==> config.mk <==
export PLATFORM = sky130hd
export DESIGN_NAME = acp_spi_port
export DESIGN_NICKNAME = d
export VERILOG_FILES = /design/src/core/acp_pkg.sv /design/src/core/acp_link_if.sv /design/src/core/acp_link_sampler.sv /design/src/core/acp_spi_port.sv
export VERILOG_INCLUDE_DIRS = /design/src /design/src/core
export SDC_FILE = /design/constraint.sdc
export NUM_CORES = 1
export LEC_CHECK = 0
export CAP_MARGIN = 15
export CORE_MARGIN = 2
export CORE_UTILIZATION = 26
export DETAILED_ROUTE_END_ITERATION = 8
export DONT_BUFFER_PORTS = 1
export PLACE_DENSITY_LB_ADDON = 0.05
export SYNTH_ARGS = -nofsm -noshare
export SYNTH_HDL_FRONTEND = slang
export SYNTH_SLANG_ARGS = --single-unit
==> constraint.sdc <==
create_clock -name i_core_clk -period 2.1 [get_ports i_core_clk]
set_input_delay 0.21 -clock i_core_clk [delete_from_list [all_inputs] [get_ports i_core_clk]]
set_output_delay 0.21 -clock i_core_clk [all_outputs]
set_load 0.02 [all_outputs]
==> src/core/acp_defines.svh <==
// constants of the serial command port: command codes, field layouts, timing counts
`ifndef ACP_DEFINES_SVH
`define ACP_DEFINES_SVH
// command codes whose last bit does not matter, compared as their upper seven bits
`define ACP_TOP7_NOP          7'h00
`define ACP_TOP7_WAKE         7'h01
`define ACP_TOP7_SLEEP        7'h02
`define ACP_TOP7_RESTORE      7'h03
`define ACP_TOP7_BEGIN        7'h04
`define ACP_TOP7_HALT         7'h05
`define ACP_TOP7_RESULT_READ  7'h09
// full byte codes
`define ACP_CODE_SYS_OFFSET   8'h16
`define ACP_CODE_SYS_GAIN     8'h17
`define ACP_CODE_SELF_OFFSET  8'h19
// register access prefixes in bits [7:5]
`define ACP_PFX_REG_READ      3'h1
`define ACP_PFX_REG_WRITE     3'h2
`define ACP_PFX_REG_COUNT     3'h0
`define ACP_PFX_MSB           7
`define ACP_PFX_LSB           5
// one bit per command strobe on the command output
`define ACP_CI_WAKE           0
`define ACP_CI_SLEEP          1
`define ACP_CI_RESTORE        2
`define ACP_CI_BEGIN          3
`define ACP_CI_HALT           4
`define ACP_CI_SYS_OFFSET     5
`define ACP_CI_SYS_GAIN       6
`define ACP_CI_SELF_OFFSET    7
`define ACP_CMD_N             8
// result format and saturation limits
`define ACP_RESULT_W          16
`define ACP_SAT_HI            16'h7fff
`define ACP_SAT_LO            16'h8000
// timing in master clock periods
`define ACP_READY_GAP_MCLK    24
`define ACP_TIMEOUT_MCLK      32768
`define ACP_CMD_DELAY_MCLK    2
// bit positions within a byte, counted from zero
`define ACP_DECODE_BIT        3'h6
`define ACP_LAST_BIT          3'h7
`endif

==> src/core/acp_pkg.sv <==
// types shared by the serial command port modules
package acp_pkg;
  typedef enum logic [3:0] {
    acp_st_cmd = 4'b0001,
    acp_st_cnt = 4'b0010,
    acp_st_rd  = 4'b0100,
    acp_st_wr  = 4'b1000
  } acp_state_type;
endpackage

==> src/core/acp_link_if.sv <==
// sampled serial link events passed from the pin sampler to the port logic
`timescale 1ns/100ps
interface acp_link_if;
  logic sclk_rise;
  logic sclk_fall;
  logic din;
  logic selected;
  modport sampler (output sclk_rise, output sclk_fall, output din, output selected);
  modport core    (input sclk_rise, input sclk_fall, input din, input selected);
endinterface

==> src/core/acp_link_sampler.sv <==
// two-flop synchronisers and edge detection for the serial pins
`timescale 1ns/100ps
module acp_link_sampler (
  input  wire logic  i_core_clk,
  input  wire logic  i_reset_n,
  input  wire logic  i_select_n,
  input  wire logic  i_sclk,
  input  wire logic  i_serial_in,
  acp_link_if.sampler link
);
  logic sclk_s1_reg;
  logic sclk_s2_reg;
  logic sclk_s3_reg;
  logic cs_s1_reg;
  logic cs_s2_reg;
  logic din_s1_reg;
  logic din_s2_reg;

  // synchronise pins; edges are taken only from the second stage onward
  always_ff @(posedge i_core_clk or negedge i_reset_n) begin
    if (!i_reset_n) begin
      sclk_s1_reg <= 1'b0;
      sclk_s2_reg <= 1'b0;
      sclk_s3_reg <= 1'b0;
      cs_s1_reg   <= 1'b1;
      cs_s2_reg   <= 1'b1;
      din_s1_reg  <= 1'b0;
      din_s2_reg  <= 1'b0;
    end else begin
      sclk_s1_reg <= i_sclk;
      sclk_s2_reg <= sclk_s1_reg;
      sclk_s3_reg <= sclk_s2_reg;
      cs_s1_reg   <= i_select_n;
      cs_s2_reg   <= cs_s1_reg;
      din_s1_reg  <= i_serial_in;
      din_s2_reg  <= din_s1_reg;
    end
  end

  // clock edges count only while selected
  // deselect masks clock
  assign link.selected  = ~cs_s2_reg;
  assign link.sclk_rise = sclk_s2_reg & ~sclk_s3_reg & ~cs_s2_reg;
  assign link.sclk_fall = ~sclk_s2_reg & sclk_s3_reg & ~cs_s2_reg;
  assign link.din       = din_s2_reg;
endmodule

==> src/core/acp_spi_port.sv <==
// serial command port of the converter: command decode, result output and ready signalling
// Overview of operation
// - clock idles low, sample second edge
// - deselect resets port, floats shared output
// - ready pin reports regardless of select
// - capture on falling, update on rising
// - shared output falls with ready pin
// - ready pin high after power-on
// - continuous mode: first rising clock clears
// - unread result: pulse high 24 periods
// - new result overwrites previous one
// - optional timeout resets port after 2^15
// - results are 16-bit two's complement
// - results saturate at 7fff and 8000
// - decode nop, wake and sleep codes
// - decode restore, begin and halt codes
// - decode three calibration byte codes
// - decode result read code 12h/13h
// - register commands: prefix, address, count
// - register commands two bytes plus data
// - no result load during register access
// - decode seven-bit codes on seventh falling edge, full bytes on eighth
// - begin and halt act two periods later
// - register bytes msb first, zeros past end
`timescale 1ns/100ps
`include "acp_defines.svh"
module acp_spi_port import acp_pkg::*; #(
  parameter int RAW_W        = 18,
  parameter int NUM_REGS     = 18,
  parameter int MCLK_DIV     = 1,
  parameter int TIMEOUT_MCLK = `ACP_TIMEOUT_MCLK
) (
  input  wire logic                    i_core_clk,
  input  wire logic                    i_reset_n,
  input  wire logic                    i_select_n,
  input  wire logic                    i_sclk,
  input  wire logic                    i_serial_in,
  input  wire logic                    i_result_valid,
  input  wire logic signed [RAW_W-1:0] i_raw_result,
  input  wire logic                    i_continuous_mode,
  input  wire logic                    i_timeout_en,
  input  wire logic [7:0]              i_reg_rdata,
  output logic                         o_data_out,
  output logic                         o_data_out_oe_n,
  output logic                         o_data_ready_n,
  output logic [4:0]                   o_reg_addr,
  output logic [7:0]                   o_reg_wdata,
  output logic                         o_reg_wr,
  output logic [`ACP_CMD_N-1:0]        o_cmd_pulse
);
  localparam int TO_W  = $clog2(TIMEOUT_MCLK + 1);
  localparam int DIV_W = $clog2(MCLK_DIV + 1);
  localparam logic [TO_W-1:0]  TO_LIMIT = TO_W'(TIMEOUT_MCLK);
  localparam logic [DIV_W-1:0] DIV_LAST = DIV_W'(MCLK_DIV - 1);
  localparam logic [4:0]       GAP_LOAD = 5'(`ACP_READY_GAP_MCLK);

  // refuse parameter values the logic cannot serve
  if (RAW_W < `ACP_RESULT_W || NUM_REGS < 1 || NUM_REGS > 32 || MCLK_DIV < 1 || TIMEOUT_MCLK < 2) begin
    $error("acp_spi_port: unsupported parameter values");
  end

  function automatic logic [15:0] acp_saturate(input logic signed [RAW_W-1:0] v);
    logic signed [RAW_W-1:0] hi;
    logic signed [RAW_W-1:0] lo;
    hi = RAW_W'($signed(`ACP_SAT_HI));
    lo = -hi - RAW_W'(1);
    if (v > hi)
      return `ACP_SAT_HI;
    else if (v < lo)
      return `ACP_SAT_LO;
    else
      return v[15:0];
  endfunction

  acp_link_if link ();

  acp_link_sampler u_sampler (
    .i_core_clk  (i_core_clk),
    .i_reset_n   (i_reset_n),
    .i_select_n  (i_select_n),
    .i_sclk      (i_sclk),
    .i_serial_in (i_serial_in),
    .link        (link.sampler)
  );

  acp_state_type     state_reg;
  acp_state_type     state_next;
  logic [2:0]        bit_cnt_reg;
  logic [7:0]        in_reg;
  logic [15:0]       out_reg;
  logic [15:0]       out_next;
  logic              dout_reg;
  logic              xfer_reg;
  logic [5:0]        addr_reg;
  logic [4:0]        left_reg;
  logic              load_pend_reg;
  logic              rdata_pend_reg;
  logic [15:0]       hold_reg;
  logic              ready_n_reg;
  logic              ready_n_next;
  logic [4:0]        gap_cnt_reg;
  logic              seen_reg;
  logic [DIV_W-1:0]  div_reg;
  logic [TO_W-1:0]   to_cnt_reg;
  logic [2:0]        dly1_reg;
  logic [2:0]        dly2_reg;

  wire        fall      = link.sclk_fall;
  wire        rise      = link.sclk_rise;
  wire [7:0]  in_next   = {in_reg[6:0], link.din};
  wire [6:0]  top7      = in_next[6:0];
  wire        seventh   = fall && (bit_cnt_reg == `ACP_DECODE_BIT);
  wire        byte_done = fall && (bit_cnt_reg == `ACP_LAST_BIT);
  wire        in_cmd    = (state_reg == acp_st_cmd);
  wire        mclk_en   = (div_reg == DIV_LAST);
  wire        in_range  = ({1'b0, addr_reg[4:0]} < 6'(NUM_REGS));
  wire        last_byte = (left_reg == 5'h00);
  wire [4:0]  addr_inc  = 5'(addr_reg[4:0] + 5'h01); // next register address

  wire dec_7      = seventh && in_cmd;
  wire dec_wake   = dec_7 && (top7 == `ACP_TOP7_WAKE);
  wire dec_sleep  = dec_7 && (top7 == `ACP_TOP7_SLEEP);
  wire dec_rest   = dec_7 && (top7 == `ACP_TOP7_RESTORE);
  wire dec_begin  = dec_7 && (top7 == `ACP_TOP7_BEGIN);
  wire dec_halt   = dec_7 && (top7 == `ACP_TOP7_HALT);
  wire dec_rdata  = dec_7 && (top7 == `ACP_TOP7_RESULT_READ);
  // calibration codes need the full byte
  wire dec_8      = byte_done && in_cmd;
  wire dec_soff   = dec_8 && (in_next == `ACP_CODE_SYS_OFFSET);
  wire dec_sgain  = dec_8 && (in_next == `ACP_CODE_SYS_GAIN);
  wire dec_self   = dec_8 && (in_next == `ACP_CODE_SELF_OFFSET);
  wire dec_reg_read_cmd   = dec_8 && (in_next[`ACP_PFX_MSB:`ACP_PFX_LSB] == `ACP_PFX_REG_READ);
  wire dec_reg_write_cmd   = dec_8 && (in_next[`ACP_PFX_MSB:`ACP_PFX_LSB] == `ACP_PFX_REG_WRITE);
  wire cnt_ok     = (in_next[`ACP_PFX_MSB:`ACP_PFX_LSB] == `ACP_PFX_REG_COUNT);

  wire to_hit     = i_timeout_en && mclk_en && (to_cnt_reg >= TO_LIMIT - TO_W'(1));
  wire port_rst   = !link.selected || to_hit;

  // ready announcement: immediate, or after the gap when the last result went unread
  wire gap_end    = mclk_en && (gap_cnt_reg == 5'h01);
  wire announce   = (i_result_valid && ready_n_reg && (gap_cnt_reg == 5'h00)) || gap_end;
  wire load_res   = byte_done && rdata_pend_reg && in_cmd;
  wire load_ann   = announce && in_cmd && !rdata_pend_reg;
  wire show_ready = in_cmd && (bit_cnt_reg == 3'h0) && !xfer_reg;

  // delayed strobes for sleep, begin and halt
  wire [2:0] dly_dec  = {dec_halt, dec_begin, dec_sleep};
  wire [2:0] dly1_nxt = mclk_en ? dly_dec : (dly1_reg | dly_dec);
  wire [2:0] dly2_nxt = mclk_en ? dly1_reg : dly2_reg;
  wire [2:0] dly_fire = mclk_en ? dly2_reg : 3'h0;

  // command state sequencing
  // two command bytes then data bytes
  always_comb begin
    state_next = state_reg;
    unique case (state_reg)
      acp_st_cmd: begin
        if (dec_reg_read_cmd || dec_reg_write_cmd)
          state_next = acp_st_cnt;
      end
      acp_st_cnt: begin
        if (byte_done)
          state_next = !cnt_ok ? acp_st_cmd : (addr_reg[5] ? acp_st_wr : acp_st_rd);
      end
      acp_st_rd, acp_st_wr: begin
        if (byte_done && last_byte)
          state_next = acp_st_cmd;
      end
    endcase
  end

  // output shift register load and shift
  // register bytes msb first, zero past the end
  // a new result replaces the old
  always_comb begin
    out_next = out_reg;
    if (load_pend_reg)
      out_next = {in_range ? i_reg_rdata : 8'h00, 8'h00};
    else if (load_res)
      out_next = hold_reg;
    else if (load_ann)
      out_next = i_result_valid ? acp_saturate(i_raw_result) : hold_reg; // gap end shows the held result
    else if (rise)
      out_next = {out_reg[14:0], 1'b0};
  end

  // ready flag: announce wins over every clear
  // first rising clock clears in continuous mode
  // unread result raises the pin for the gap
  always_comb begin
    ready_n_next = ready_n_reg;
    if (announce)
      ready_n_next = 1'b0;
    else if (i_result_valid && !ready_n_reg)
      ready_n_next = 1'b1;
    else if ((rise && i_continuous_mode) || dec_rdata)
      ready_n_next = 1'b1;
  end

  // divider, timeout counter and delayed strobes
  always_ff @(posedge i_core_clk or negedge i_reset_n) begin
    if (!i_reset_n) begin
      div_reg    <= '0;
      to_cnt_reg <= '0;
      dly1_reg   <= 3'h0;
      dly2_reg   <= 3'h0;
    end else begin
      div_reg    <= mclk_en ? '0 : div_reg + DIV_W'(1);
      to_cnt_reg <= (port_rst || byte_done || (in_cmd && bit_cnt_reg == 3'h0)) ? '0 :
                    (mclk_en ? to_cnt_reg + TO_W'(1) : to_cnt_reg);
      dly1_reg   <= dly1_nxt;
      dly2_reg   <= dly2_nxt;
    end
  end

  // serial command state
  always_ff @(posedge i_core_clk or negedge i_reset_n) begin
    if (!i_reset_n) begin
      state_reg      <= acp_st_cmd;
      bit_cnt_reg    <= 3'h0;
      in_reg         <= 8'h00;
      addr_reg       <= 6'h00;
      left_reg       <= 5'h00;
      load_pend_reg  <= 1'b0;
      rdata_pend_reg <= 1'b0;
      xfer_reg       <= 1'b0;
    end else if (port_rst) begin
      state_reg      <= acp_st_cmd;
      bit_cnt_reg    <= 3'h0;
      load_pend_reg  <= 1'b0;
      rdata_pend_reg <= 1'b0;
      xfer_reg       <= 1'b0;
    end else begin
      state_reg      <= state_next;
      bit_cnt_reg    <= fall ? bit_cnt_reg + 3'h1 : bit_cnt_reg;
      in_reg         <= fall ? in_next : in_reg;
      xfer_reg       <= announce ? 1'b0 : (xfer_reg | rise);
      rdata_pend_reg <= dec_rdata | (rdata_pend_reg & ~byte_done);
      load_pend_reg  <= (byte_done && state_reg == acp_st_cnt && cnt_ok && !addr_reg[5]) ||
                        (byte_done && state_reg == acp_st_rd && !last_byte);
      if (dec_reg_read_cmd || dec_reg_write_cmd)
        addr_reg <= {dec_reg_write_cmd, in_next[4:0]};
      else if (byte_done && (state_reg == acp_st_rd || state_reg == acp_st_wr))
        addr_reg <= {addr_reg[5], addr_inc};
      if (byte_done && state_reg == acp_st_cnt)
        left_reg <= in_next[4:0];
      else if (byte_done && !in_cmd && !last_byte)
        left_reg <= left_reg - 5'h01;
    end
  end

  // result hold, ready pin and gap counter
  // ready pin ignores select
  always_ff @(posedge i_core_clk or negedge i_reset_n) begin
    if (!i_reset_n) begin
      hold_reg    <= 16'h0000;
      ready_n_reg <= 1'b1;
      gap_cnt_reg <= 5'h00;
      seen_reg    <= 1'b0;
    end else begin
      ready_n_reg <= ready_n_next;
      seen_reg    <= seen_reg | announce;
      if (i_result_valid)
        hold_reg <= acp_saturate(i_raw_result);
      if (i_result_valid && !ready_n_reg && gap_cnt_reg == 5'h00)
        gap_cnt_reg <= GAP_LOAD;
      else if (mclk_en && gap_cnt_reg != 5'h00)
        gap_cnt_reg <= gap_cnt_reg - 5'h01;
    end
  end

  // pin and strobe outputs
  // shared output mirrors the ready pin while idle
  // float the shared output when deselected
  always_ff @(posedge i_core_clk or negedge i_reset_n) begin
    if (!i_reset_n) begin
      out_reg         <= 16'h0000;
      dout_reg        <= 1'b0;
      o_data_out      <= 1'b1;
      o_data_out_oe_n <= 1'b1;
      o_data_ready_n  <= 1'b1;
      o_reg_addr      <= 5'h00;
      o_reg_wdata     <= 8'h00;
      o_reg_wr        <= 1'b0;
      o_cmd_pulse     <= '0;
    end else begin
      out_reg         <= out_next;
      dout_reg        <= rise ? out_reg[15] : dout_reg;
      o_data_out      <= (show_ready && !rise) ? ready_n_next : (rise ? out_reg[15] : dout_reg);
      o_data_out_oe_n <= !link.selected;
      o_data_ready_n  <= ready_n_next;
      o_reg_addr      <= (byte_done && state_reg == acp_st_rd) ? addr_inc : addr_reg[4:0]; // lead the read load
      o_reg_wdata     <= in_next;
      o_reg_wr        <= byte_done && state_reg == acp_st_wr && in_range && !port_rst;
      o_cmd_pulse     <= {dec_self, dec_sgain, dec_soff, dly_fire[2], dly_fire[1], dec_rest, dly_fire[0], dec_wake};
    end
  end

  chk_deselect_float: assert property (@(posedge i_core_clk) disable iff (!i_reset_n)
    !link.selected |=> o_data_out_oe_n) else $error("shared output driven while deselected");
  chk_ready_shared_out: assert property (@(posedge i_core_clk) disable iff (!i_reset_n)
    (link.selected && show_ready && !rise && !port_rst) |=> (o_data_out == o_data_ready_n))
    else $error("shared output does not follow ready");
  chk_rise_clears_ready: assert property (@(posedge i_core_clk) disable iff (!i_reset_n)
    (rise && i_continuous_mode && !announce) |=> o_data_ready_n) else $error("ready not cleared by clock");
  chk_gap_holds_high: assert property (@(posedge i_core_clk) disable iff (!i_reset_n)
    (gap_cnt_reg > 5'h01) |=> o_data_ready_n) else $error("ready low inside gap");
  chk_result_saturate: assert property (@(posedge i_core_clk) disable iff (!i_reset_n)
    (i_result_valid && i_raw_result > RAW_W'($signed(`ACP_SAT_HI))) |=> (hold_reg == `ACP_SAT_HI))
    else $error("positive result not clipped");
  chk_timeout_reset: assert property (@(posedge i_core_clk) disable iff (!i_reset_n)
    to_hit |=> (state_reg == acp_st_cmd && bit_cnt_reg == 3'h0)) else $error("timeout did not reset port");
  chk_busy_no_load: assert property (@(posedge i_core_clk) disable iff (!i_reset_n)
    (announce && !in_cmd && !load_pend_reg && !rise) |=> $stable(out_reg)) else $error("result loaded during access");
  chk_begin_delay: assert property (@(posedge i_core_clk) disable iff (!i_reset_n)
    (dec_begin && MCLK_DIV == 1) |-> ##3 o_cmd_pulse[`ACP_CI_BEGIN]) else $error("begin strobe not delayed");
  chk_power_on_high: assert property (@(posedge i_core_clk) disable iff (!i_reset_n)
    !seen_reg |-> o_data_ready_n) else $error("ready low before any result");
endmodule

# After elaboration in Yosys (flattened, before gate mapping)

Cells that the tools add are included.

Magnitude comparators: 4
Add/subtract/negate cells: 6
Multiplexer cells: 38
Reductions and logical operators: 75
Eq/ne operators: 22
Bitwise gates (word level): 14

Operator list:

| operator                                                            | number |
|---|---|
| two-way mux 16 bit                                                  | 9 |
| logical AND 1 bit                                                   | 43 |
| two-way mux 5 bit                                                   | 6 |
| == test 8 x 5 -> 1 bit, second input constant                       | 3 |
| two-way mux 4 bit                                                   | 6 |
| > comparator 18 x 16 -> 1 bit, second input constant                | 1 |
| less-than comparator 18 x 16 -> 1 bit, second input constant        | 1 |
| adder 16 x 1 -> 16 bit, second input constant                       | 1 |
| greater-or-equal comparator 16 x 15 -> 1 bit, second input constant | 1 |
| == test 7 x 2 -> 1 bit, second input constant                       | 2 |
| == test 7 x 3 -> 1 bit, second input constant                       | 2 |
| two-way mux 3 bit                                                   | 4 |
| case mux 4 bit (3 select lines)                                     | 1 |
| logical NOT 5 bit                                                   | 2 |
| two-way mux 1 bit                                                   | 10 |
| subtractor 5 x 1 -> 5 bit, second input constant                    | 2 |
| logical NOT 1 bit                                                   | 8 |
| logical OR 1 bit                                                    | 8 |
| two-way mux 8 bit                                                   | 1 |
| AND reduction 2 bit                                                 | 4 |
| nonzero test 2 bit                                                  | 4 |
| == test 7 x 1 -> 1 bit, second input constant                       | 1 |
| == test 7 x 4 -> 1 bit, second input constant                       | 1 |
| == test 3 bit, second input constant                                | 2 |
| other kinds (24)                                                    | 36 |

Input port bits: 34
Word-level logic and storage cells: 190
Output and inout bits: 25
Register bits: 121

# Longest topological paths before layout

Gate-level depths: netlist (run 1).

Depth in word-level cells: 11
Gate-level depth with buffers: 8
Depth with buffers taken out: 6

# Modules after synthesis

From an unflattened synthesis (run 1), not the netlist that was laid out.

Cell total of the unflattened synthesis: 573
Area, all modules: 5,753.0 um^2

Modules (own cells, without submodules):

| module           | instances | cells each | sequential area each (um^2) | area each (um^2) |
|---|---|---|---|---|
| acp_spi_port     | 1         | 563        | 2,832.7                     | 5,556.6 |
| acp_link_sampler | 1         | 10         | 177.7                       | 196.4 |

# Worst setup path after synthesis (run 1)

Ideal clock, no wire load.

Kind: register to register
Start point: register gap_cnt_reg[0]
End point: register out_reg[13]
Data required time: 1.940 ns
Cell stages (with the launch flop): 7
Setup time: 0.160 ns
Clock period less this slack: 2.137 ns
Path buffers: 0
Arrival time: 1.977 ns
Path slack: -0.037 ns
Cells stage by stage: dfrtp_1 > inv_1 > ha_1 > a31oi_1 > nor3_4 > nor4_1 > a221oi_1

Word-level cells in the longest chain between the ends: 8
Elaborated cells between the ends (all ways): 11
Those cells by class: 1 x eq/ne; 3 x mux; 7 x reduce/logical

Ends and longest elaborated chain:

| item                                                               | RTL line                                 | RTL |
|---|---|---|
| start: declaration                                                 | acp_spi_port.sv:101                      | `logic [4:0] gap_cnt_reg;` |
| start signal: assignment                                           | acp_spi_port.sv:268                      | `gap_cnt_reg <= gap_cnt_reg - 5'h01;` |
| == test 5 x 1 -> 1 bit / logical NOT 5 bit (equally long branches) | acp_spi_port.sv:140, acp_spi_port.sv:141 |  |
| logical AND 1 bit, on equally long branches                        | acp_spi_port.sv:140, acp_spi_port.sv:141 |  |
| logical OR 1 bit *                                                 | acp_spi_port.sv:141                      | `wire announce = (i_result_valid && ready_n_reg && (gap_cnt_reg == 5'h00)) \|\| gap_end;` |
| logical AND 1 bit * (2 in a row)                                   | acp_spi_port.sv:143                      | `wire load_ann = announce && in_cmd && !rdata_pend_reg;` |
| two-way mux 16 bit                                                 | acp_spi_port.sv:181                      | `else if (load_ann)` |
| two-way mux 16 bit                                                 | acp_spi_port.sv:179                      | `else if (load_res)` |
| two-way mux 16 bit                                                 | acp_spi_port.sv:177                      | `if (load_pend_reg)` |
| end signal: assignment                                             | acp_spi_port.sv:287                      | `out_reg <= out_next;` |
| end: declaration                                                   | acp_spi_port.sv:90                       | `logic [15:0] out_reg;` |

Every way passes the cells marked *; elsewhere a longest branch is shown, timed or not.
A chain may end at the register's enable or synchronous reset.

# Worst setup path in the final report (run 1)

Start point: register state_reg[0]
End point: register addr_reg[1]

Word-level cells in the longest chain between the ends: 6
Elaborated cells between the ends (all ways): 12
Those cells by class: 3 x eq/ne; 1 x mux; 8 x reduce/logical

Ends and longest elaborated chain:

| item                                        | RTL line                                 | RTL |
|---|---|---|
| start: declaration                          | acp_spi_port.sv:86                       | `acp_state_type state_reg;` |
| start signal: assignment                    | acp_spi_port.sv:219                      | `state_reg <= acp_st_cmd;` |
| start signal: assignment                    | acp_spi_port.sv:228                      | `state_reg <= acp_st_cmd;` |
| start signal: assignment                    | acp_spi_port.sv:234                      | `state_reg <= state_next;` |
| == test 4 x 1 -> 1 bit                      | acp_spi_port.sv:114                      | `wire in_cmd = (state_reg == acp_st_cmd);` |
| logical AND 1 bit                           | acp_spi_port.sv:128                      | `wire dec_8 = byte_done && in_cmd;` |
| logical AND 1 bit, on equally long branches | acp_spi_port.sv:132, acp_spi_port.sv:133 |  |
| logical OR 1 bit                            | acp_spi_port.sv:241                      | `if (dec_reg_read_cmd \|\| dec_reg_write_cmd)` |
| nonzero test 2 bit (no line)                | --                                       |  |
| AND reduction 2 bit (no line)               | --                                       |  |
| end signal: assignment                      | acp_spi_port.sv:242                      | `addr_reg <= {dec_reg_write_cmd, in_next[4:0]};` |
| end signal: assignment                      | acp_spi_port.sv:244                      | `addr_reg <= {addr_reg[5], addr_inc};` |
| end: declaration                            | acp_spi_port.sv:94                       | `logic [5:0] addr_reg;` |

Parallel ways exist; a longest one is shown, timed or not. The select of a mux whose other input is x is not followed.

==> results.toml, run 1 <==
[yosys]
postSynth.asyncResetShare_pct = 100
yosys_most_used_dff = "dfrtp_1"
synth-seq-cells = 120
synth_top_family_by_area = "simple AND/OR/NAND/NOR gates"
syn_inst = 598
synth-simple-area-share_pct = 20.8
yosys_warnings = 0
syn-num-nets = 643
synthMuxAreaShare_pct = 3.23
synth-xor-area-share_pct = 2.45
netlist_area_um2 = 6080
synthAdderAreaFrac_pct = 2.26
synth-edff-count = 0
synth_compound_area_share_pct = 17.2
synth_area_per_cell_um2 = 10.2
synth.yosys.seq_area_share_pct = 49.5
synth_cell_types = 73

[floorplanning]
die_area_um2 = 24600
die_w_um = 157
die_y_um = 157
fp.coreArea_um2 = 22800
ios = 59
num_rows = 55
start_util_pct = 26.7

[worst_hold_path]
hp-class = "in2async"

[timing]
rsz0062_at_grt = "yes"
finalMaxSlewViolations = 0
max_freq_ghz = 0.467
max_slew_margin_pct = 55.4
hold_violations = 120
fin_skew_ns = 0.00953
finalCritPeriodShare_pct = 102
finalSetupViolCount = 6
hold_ws_ns = -0.510
tightest_slew_ns = 0.669
period_needed_ns = 2.14
fin_ws_ns = -0.0412

[placement]
placed_cell_area_um2 = 6930
placedCellCount = 950
hpwl_um = 12100
numPortBuffers = 0
place_congestion = 0.756
pre_cts_slack_ns = -0.255

[drt]
drc_errors = 0
drt-wirelength-per-cell_um = 17.3
drt_iter0_drc = 235
firstDrtPassIters = 4
via_per_inst = 4.87
ant_nets = 0
vias = 4947
routed_wl_um = 17600

[setup_path]
worstPathMaxFanout = 5
r2r_setup_slack_ns = -0.04
end_kind = "register"
r2r-start = "state_reg[0]$_DFFE_PN1P_"
critPathLaunchType = "register"
critPathArrivalTime_ns = 2.42
cp_data_required_time_ns = 2.38
crit_path_start = "state_reg[0]$_DFFE_PN1P_"
crit_type = "reg2reg"

[grt]
grt_pass1_vias = 5073
grt_max_degree = 121
antenna_found_initial = 0
grt_use_total_pct = 15.1
grt_pass1_wl_um = 28500
grt-ovfl-total = 0

[final_layout]
seqCellArea_um2 = 3010
final_nets = 734
diodes = 0
area_growth_pct = 32.9
drive_gt1_share_pct = 27.2
fin_area_um2 = 8080
post_layout_nonfiller_instances = 1015
multiInputGateArea_um2 = 3020
fillers = 2281

[power_and_ir_drop]
p_leak_nw = 3.40
peakVddDrop_uv = 398
finalPower_mw = 7.87
p_per_area_nw_per_um2 = 974

[status]
status = "finished with violations"
violations = "hold timing, setup timing"

[clock_network]
root_buffer = "clkbuf_16"
cts_max_level = 4
clk_latency_ns = 0.41
clk_pin_slew_worst_paths_ns = 0.06
cts_tree = "done"
clockBufferDepth = 2
cts_buffers = 17
clkSinkCount = 120
cts-hold-fix-buffers = 19

[job]
drv_cap = 0
==> power breakdown <==
part	internal [mW]	switching [mW]	total, mW
sequential	2.73	0.339	3.07
combinational	0.802	0.822	1.62
clock	2.13	1.04	3.17
total	5.67	2.20	7.87
==> timing repair <==
action	CTS	global route
resized for setup	9	32
setup buffers	9	4
setup endpoints to repair	32	38
cloned	0	1
pin swaps	6	9
hold endpoints to repair	138	120
==> Yosys cell counts, types with 8 or more instances <==
cell / count / share of area (%)
a32o_1: 9 / 1.5
nor2b_1: 8 / 0.82
dfrtp_1: 114 / 47
inv_1: 30 / 1.9
nand3_1: 11 / 0.91
nand2_1: 48 / 3.0
o31ai_1: 18 / 2.2
a211oi_1: 8 / 0.99
ha_1: 11 / 2.3
o21ai_0: 10 / 0.82
nor3_1: 23 / 1.9
a21oi_1: 23 / 1.9
a221oi_1: 13 / 1.9
nor2_1: 57 / 3.5
nand4_1: 12 / 1.2
clkbuf_1: 24 / 1.5
xnor2_1: 11 / 1.6
mux2_2: 12 / 2.2
==> final cells by class <==
type,count,area share [%]
multi-input cells,413,37.4
flip-flops and latches,120,37.2
repair buffers,107,11.3
clock buffers,23,5.67
well taps,313,4.85
clock inverters,9,2.14
inverters,30,1.39
==> metal layers <==
layer / vias up / track usage (%) / wire length (um)
li1: 2372 / - / -
met1: 2464 / 21.0 / 8740
met5: - / 0 / 0
met2: 100 / 23.1 / 7940
met3: 11 / 3.91 / 679
met4: 0 / 4.24 / 201
==> kinds of logic after synthesis <==
kind of cell / count (synthesis)
AO/OA/AOI/OAI: 141
buffers and inverters: 65
flip-flops: 120
adder cells (fa/ha/maj): 11
multiplexers: 18
AND/OR/NAND/NOR: 226
XOR/XNOR: 17
==> layout by cell type, fill, tap and decap left out, drive strengths merged, types with 8 or more instances in the layout <==
cell type and count:
a211oi 8, a21oi 24, a221oi 13, a32o 9, buf 87, clkbuf 23
dfrtp 114, dlygate4sd3 19, ha 11, inv 30, mux2 13, nand2 48
nand3 17, nand4 12, nor2 57, nor2b 8, nor3 24, nor4 10
o21ai 12, o31ai 19, or4 8, xnor2 11
==> worst max-delay path, cell delays in order (launching register included) <==
cell and delay (ns):
dfstp_2 0.52, or4b_4 0.52, buf_12 0.17, or4_4 0.57, o2bb2ai_4 0.14, a22oi_2 0.08
==> stage by stage <==
step | TNS, ns | utilization (%)
final | -0.126 | 35.5
after global routing | -0.756 | 35.5
after CTS | -0.0515 | 34.6
after detailed placement | -2.66 | 30.4
after global placement | -2.55 | 30.4
after floorplan | -0.0347 | -
==> path summary, 6_finish.rpt <==
check,end,cells past startpoint
min reg2reg,o_cmd_pulse[3]$_DFF_PN0_,0
max reg2reg,addr_reg[1]$_DFFE_PN0P_,5
min,gap_cnt_reg[1]$_DFFE_PN0P_,0
max,addr_reg[1]$_DFFE_PN0P_,5
min in group i_core_clk,hold_reg[3]$_DFF_PN0_,2
max in group asynchronous,state_reg[0]$_DFFE_PN1P_,0
(Power assumes the default switching activity.)
==> run 2, diff against run 1 <==
SKIP_LAST_GASP = 1   (was default)
==> run 2 against run 1 <==
Effect of this change:
- the run still ends with hold timing, setup timing left
- clock power hardly changed
- global-route usage stayed put
- power hardly changed
- non-clock buffer count stayed put
- register-to-register slack hardly changed
- flip-flop and latch count stayed put
- wire length hardly changed
- sequential power hardly changed
- critical path depth stayed put
- core utilization is 0.17 points lower
- via count is 0.14% higher
- critical path type unchanged
==> results.toml, run 2 (same netlist as run 1, synthesis figures left out) <==
[status]
status = "finished with violations"
violations = "hold timing, setup timing"

[floorplanning]
start_util_pct = 26.7
die_y_um = 157
num_rows = 55
die_area_um2 = 24600
ios = 59
fp.coreArea_um2 = 22800
die_w_um = 157

[power_and_ir_drop]
seqPwrFrac_pct = 39.1
p_per_area_nw_per_um2 = 978
internal-power_mw = 5.67
switching_share_pct = 28.0
p_clk_share_pct = 40.4
comb_power_share_pct = 20.5
peakVddDrop_uv = 398
p_switching_mw = 2.20
p_leak_nw = 3.39
finalPower_mw = 7.86

[clock_network]
cts_max_level = 4
clk_pin_slew_worst_paths_ns = 0.06
clockBufferDepth = 2
cts_tree = "done"
clk_latency_ns = 0.41
clkSinkCount = 120
cts_buffers = 17
cts-hold-fix-buffers = 19
root_buffer = "clkbuf_16"

[setup_path]
cp_cell_sequence = "or4b_4 -> buf_12 -> or4_4 -> o2bb2ai_4 -> a22oi_1"
r2r-end = "addr_reg[1]$_DFFE_PN0P_"
critPathMaxStageDelay_ns = 0.57
critPathLaunchType = "register"
r2r_setup_slack_ns = -0.04
crit_path_start = "state_reg[0]$_DFFE_PN1P_"
reg2regPathDepth = 5
r2r-start = "state_reg[0]$_DFFE_PN1P_"
critPathArrivalTime_ns = 2.41
worstPathMaxFanout = 5
cp_data_required_time_ns = 2.37
crit_type = "reg2reg"
end_kind = "register"
crit_end = "addr_reg[1]$_DFFE_PN0P_"
cp_slowest_cell = "or4_4"

[grt]
grt_use_total_pct = 15.1
grt_pass1_vias = 5070
grt-ovfl-total = 0
grt_pass1_wl_um = 28500
grt_max_degree = 121
antenna_found_initial = 0

[timing]
finalCritPeriodShare_pct = 102
hold_violations = 120
final.setup.tns_ns = -0.0824
finalSetupViolCount = 4
rsz0062_at_grt = "yes"
max_slew_margin_pct = 59.6
tightest_slew_ns = 0.606
fin_skew_ns = 0.0100
max_freq_ghz = 0.467
period_needed_ns = 2.14
finalMaxSlewViolations = 0
fin_ws_ns = -0.0405
hold_ws_ns = -0.507

[final_layout]
final_nets = 734
diodes = 0
post_layout_nonfiller_instances = 1015
seqCellArea_um2 = 3010
fillers = 2282
final_common_cell = "dfrtp_1"
area_growth_pct = 32.3
multiInputGateArea_um2 = 2990
drive_gt1_share_pct = 26.4
final_cell_mix = "113 x dfrtp_1, 81 x buf_4, 55 x nor2_1"

[drt]
drc_errors = 0
firstDrtPassIters = 4
drt_iter0_drc = 245
ant_nets = 0
drt-wirelength-per-cell_um = 17.3
routed_wl_um = 17600
vias = 4954
via_per_inst = 4.88

[placement]
numPortBuffers = 0
hpwl_um = 12100
placedCellCount = 950
place_congestion = 0.756

[worst_hold_path]
hp-class = "in2async"

[job]
drv_cap = 0
==> run 2: changes by cell type in the layout (fill, tap and decap cells not counted), moves of 2 or more <==
cell     previous run  this run
a22oi_2             3         1
nor3_2              3         1
a22oi_1             3         5
nor3_1             20        22
==> run 2: area by class of cell <==
class,count,share of cell area [%]
clock buffers,23,5.69
repair buffers,107,11.3
clock inverters,9,2.15
well taps,313,4.87
inverters,30,1.40
multi-input cells,413,37.1
flip-flops and latches,120,37.4
==> run 2: metal layers <==
metal | vias up | global-route usage (%) | wire [um]
met5 | - | 0 | 0
met2 | 98 | 23.1 | 7970
met1 | 2466 | 21.0 | 8760
li1 | 2382 | - | -
met4 | 0 | 4.24 | 159
met3 | 8 | 3.91 | 661
==> run 2: through the flow <==
step	utilization [%]	hold WS (ns)	setup slack (ns)	instance area, um2
after global placement	30.4	-0.0803	-0.260	6930
after CTS	34.6	-0.536	-0.0287	7880
after detailed placement	30.4	-0.0808	-0.255	6930
after global routing	35.3	-0.538	-0.0858	8040
after floorplan	-	-0.0856	-0.0170	6110
final	35.3	-0.507	-0.0405	8040
==> run 2: power by group through the flow <==
stage / Clock, mW / Combinational (mW) / Sequential, mW
final: 3.17 / 1.62 / 3.07
after global routing: 3.40 / 1.80 / 3.14
after CTS: 3.26 / 1.59 / 3.08
after detailed placement: 0 / 1.49 / 3.11
after global placement: 0 / 1.49 / 3.11
after floorplan: 0 / 0.926 / 3.10
==> run 2: what timing repair did <==
action                                  CTS  global route
resized for setup                         7            26
endpoints found under the setup margin   32            38
hold endpoints to repair                138           120
buffers inserted                          9             4
gates cloned                              0             1
pin swaps                                 6             9
==> run 2: how the worst min path moves through the flow <==
stage                                       endpoint  cells after the start  startpoint
final                     gap_cnt_reg[1]$_DFFE_PN0P_                      0   i_reset_n
after global routing      gap_cnt_reg[1]$_DFFE_PN0P_                      0   i_reset_n
after CTS                 gap_cnt_reg[1]$_DFFE_PN0P_                      0   i_reset_n
after detailed placement  gap_cnt_reg[1]$_DFFE_PN0P_                      0   i_reset_n
after global placement    gap_cnt_reg[1]$_DFFE_PN0P_                      0   i_reset_n
after floorplan              addr_reg[0]$_DFFE_PN0P_                      0   i_reset_n
==> run 2: worst max-delay path: cells and delay by family (launching register included) <==
kind / cells / cell delay [ns]
simple gates: 2 / 1.09
flops: 1 / 0.52
compound gates: 2 / 0.22
buf+inv: 1 / 0.17
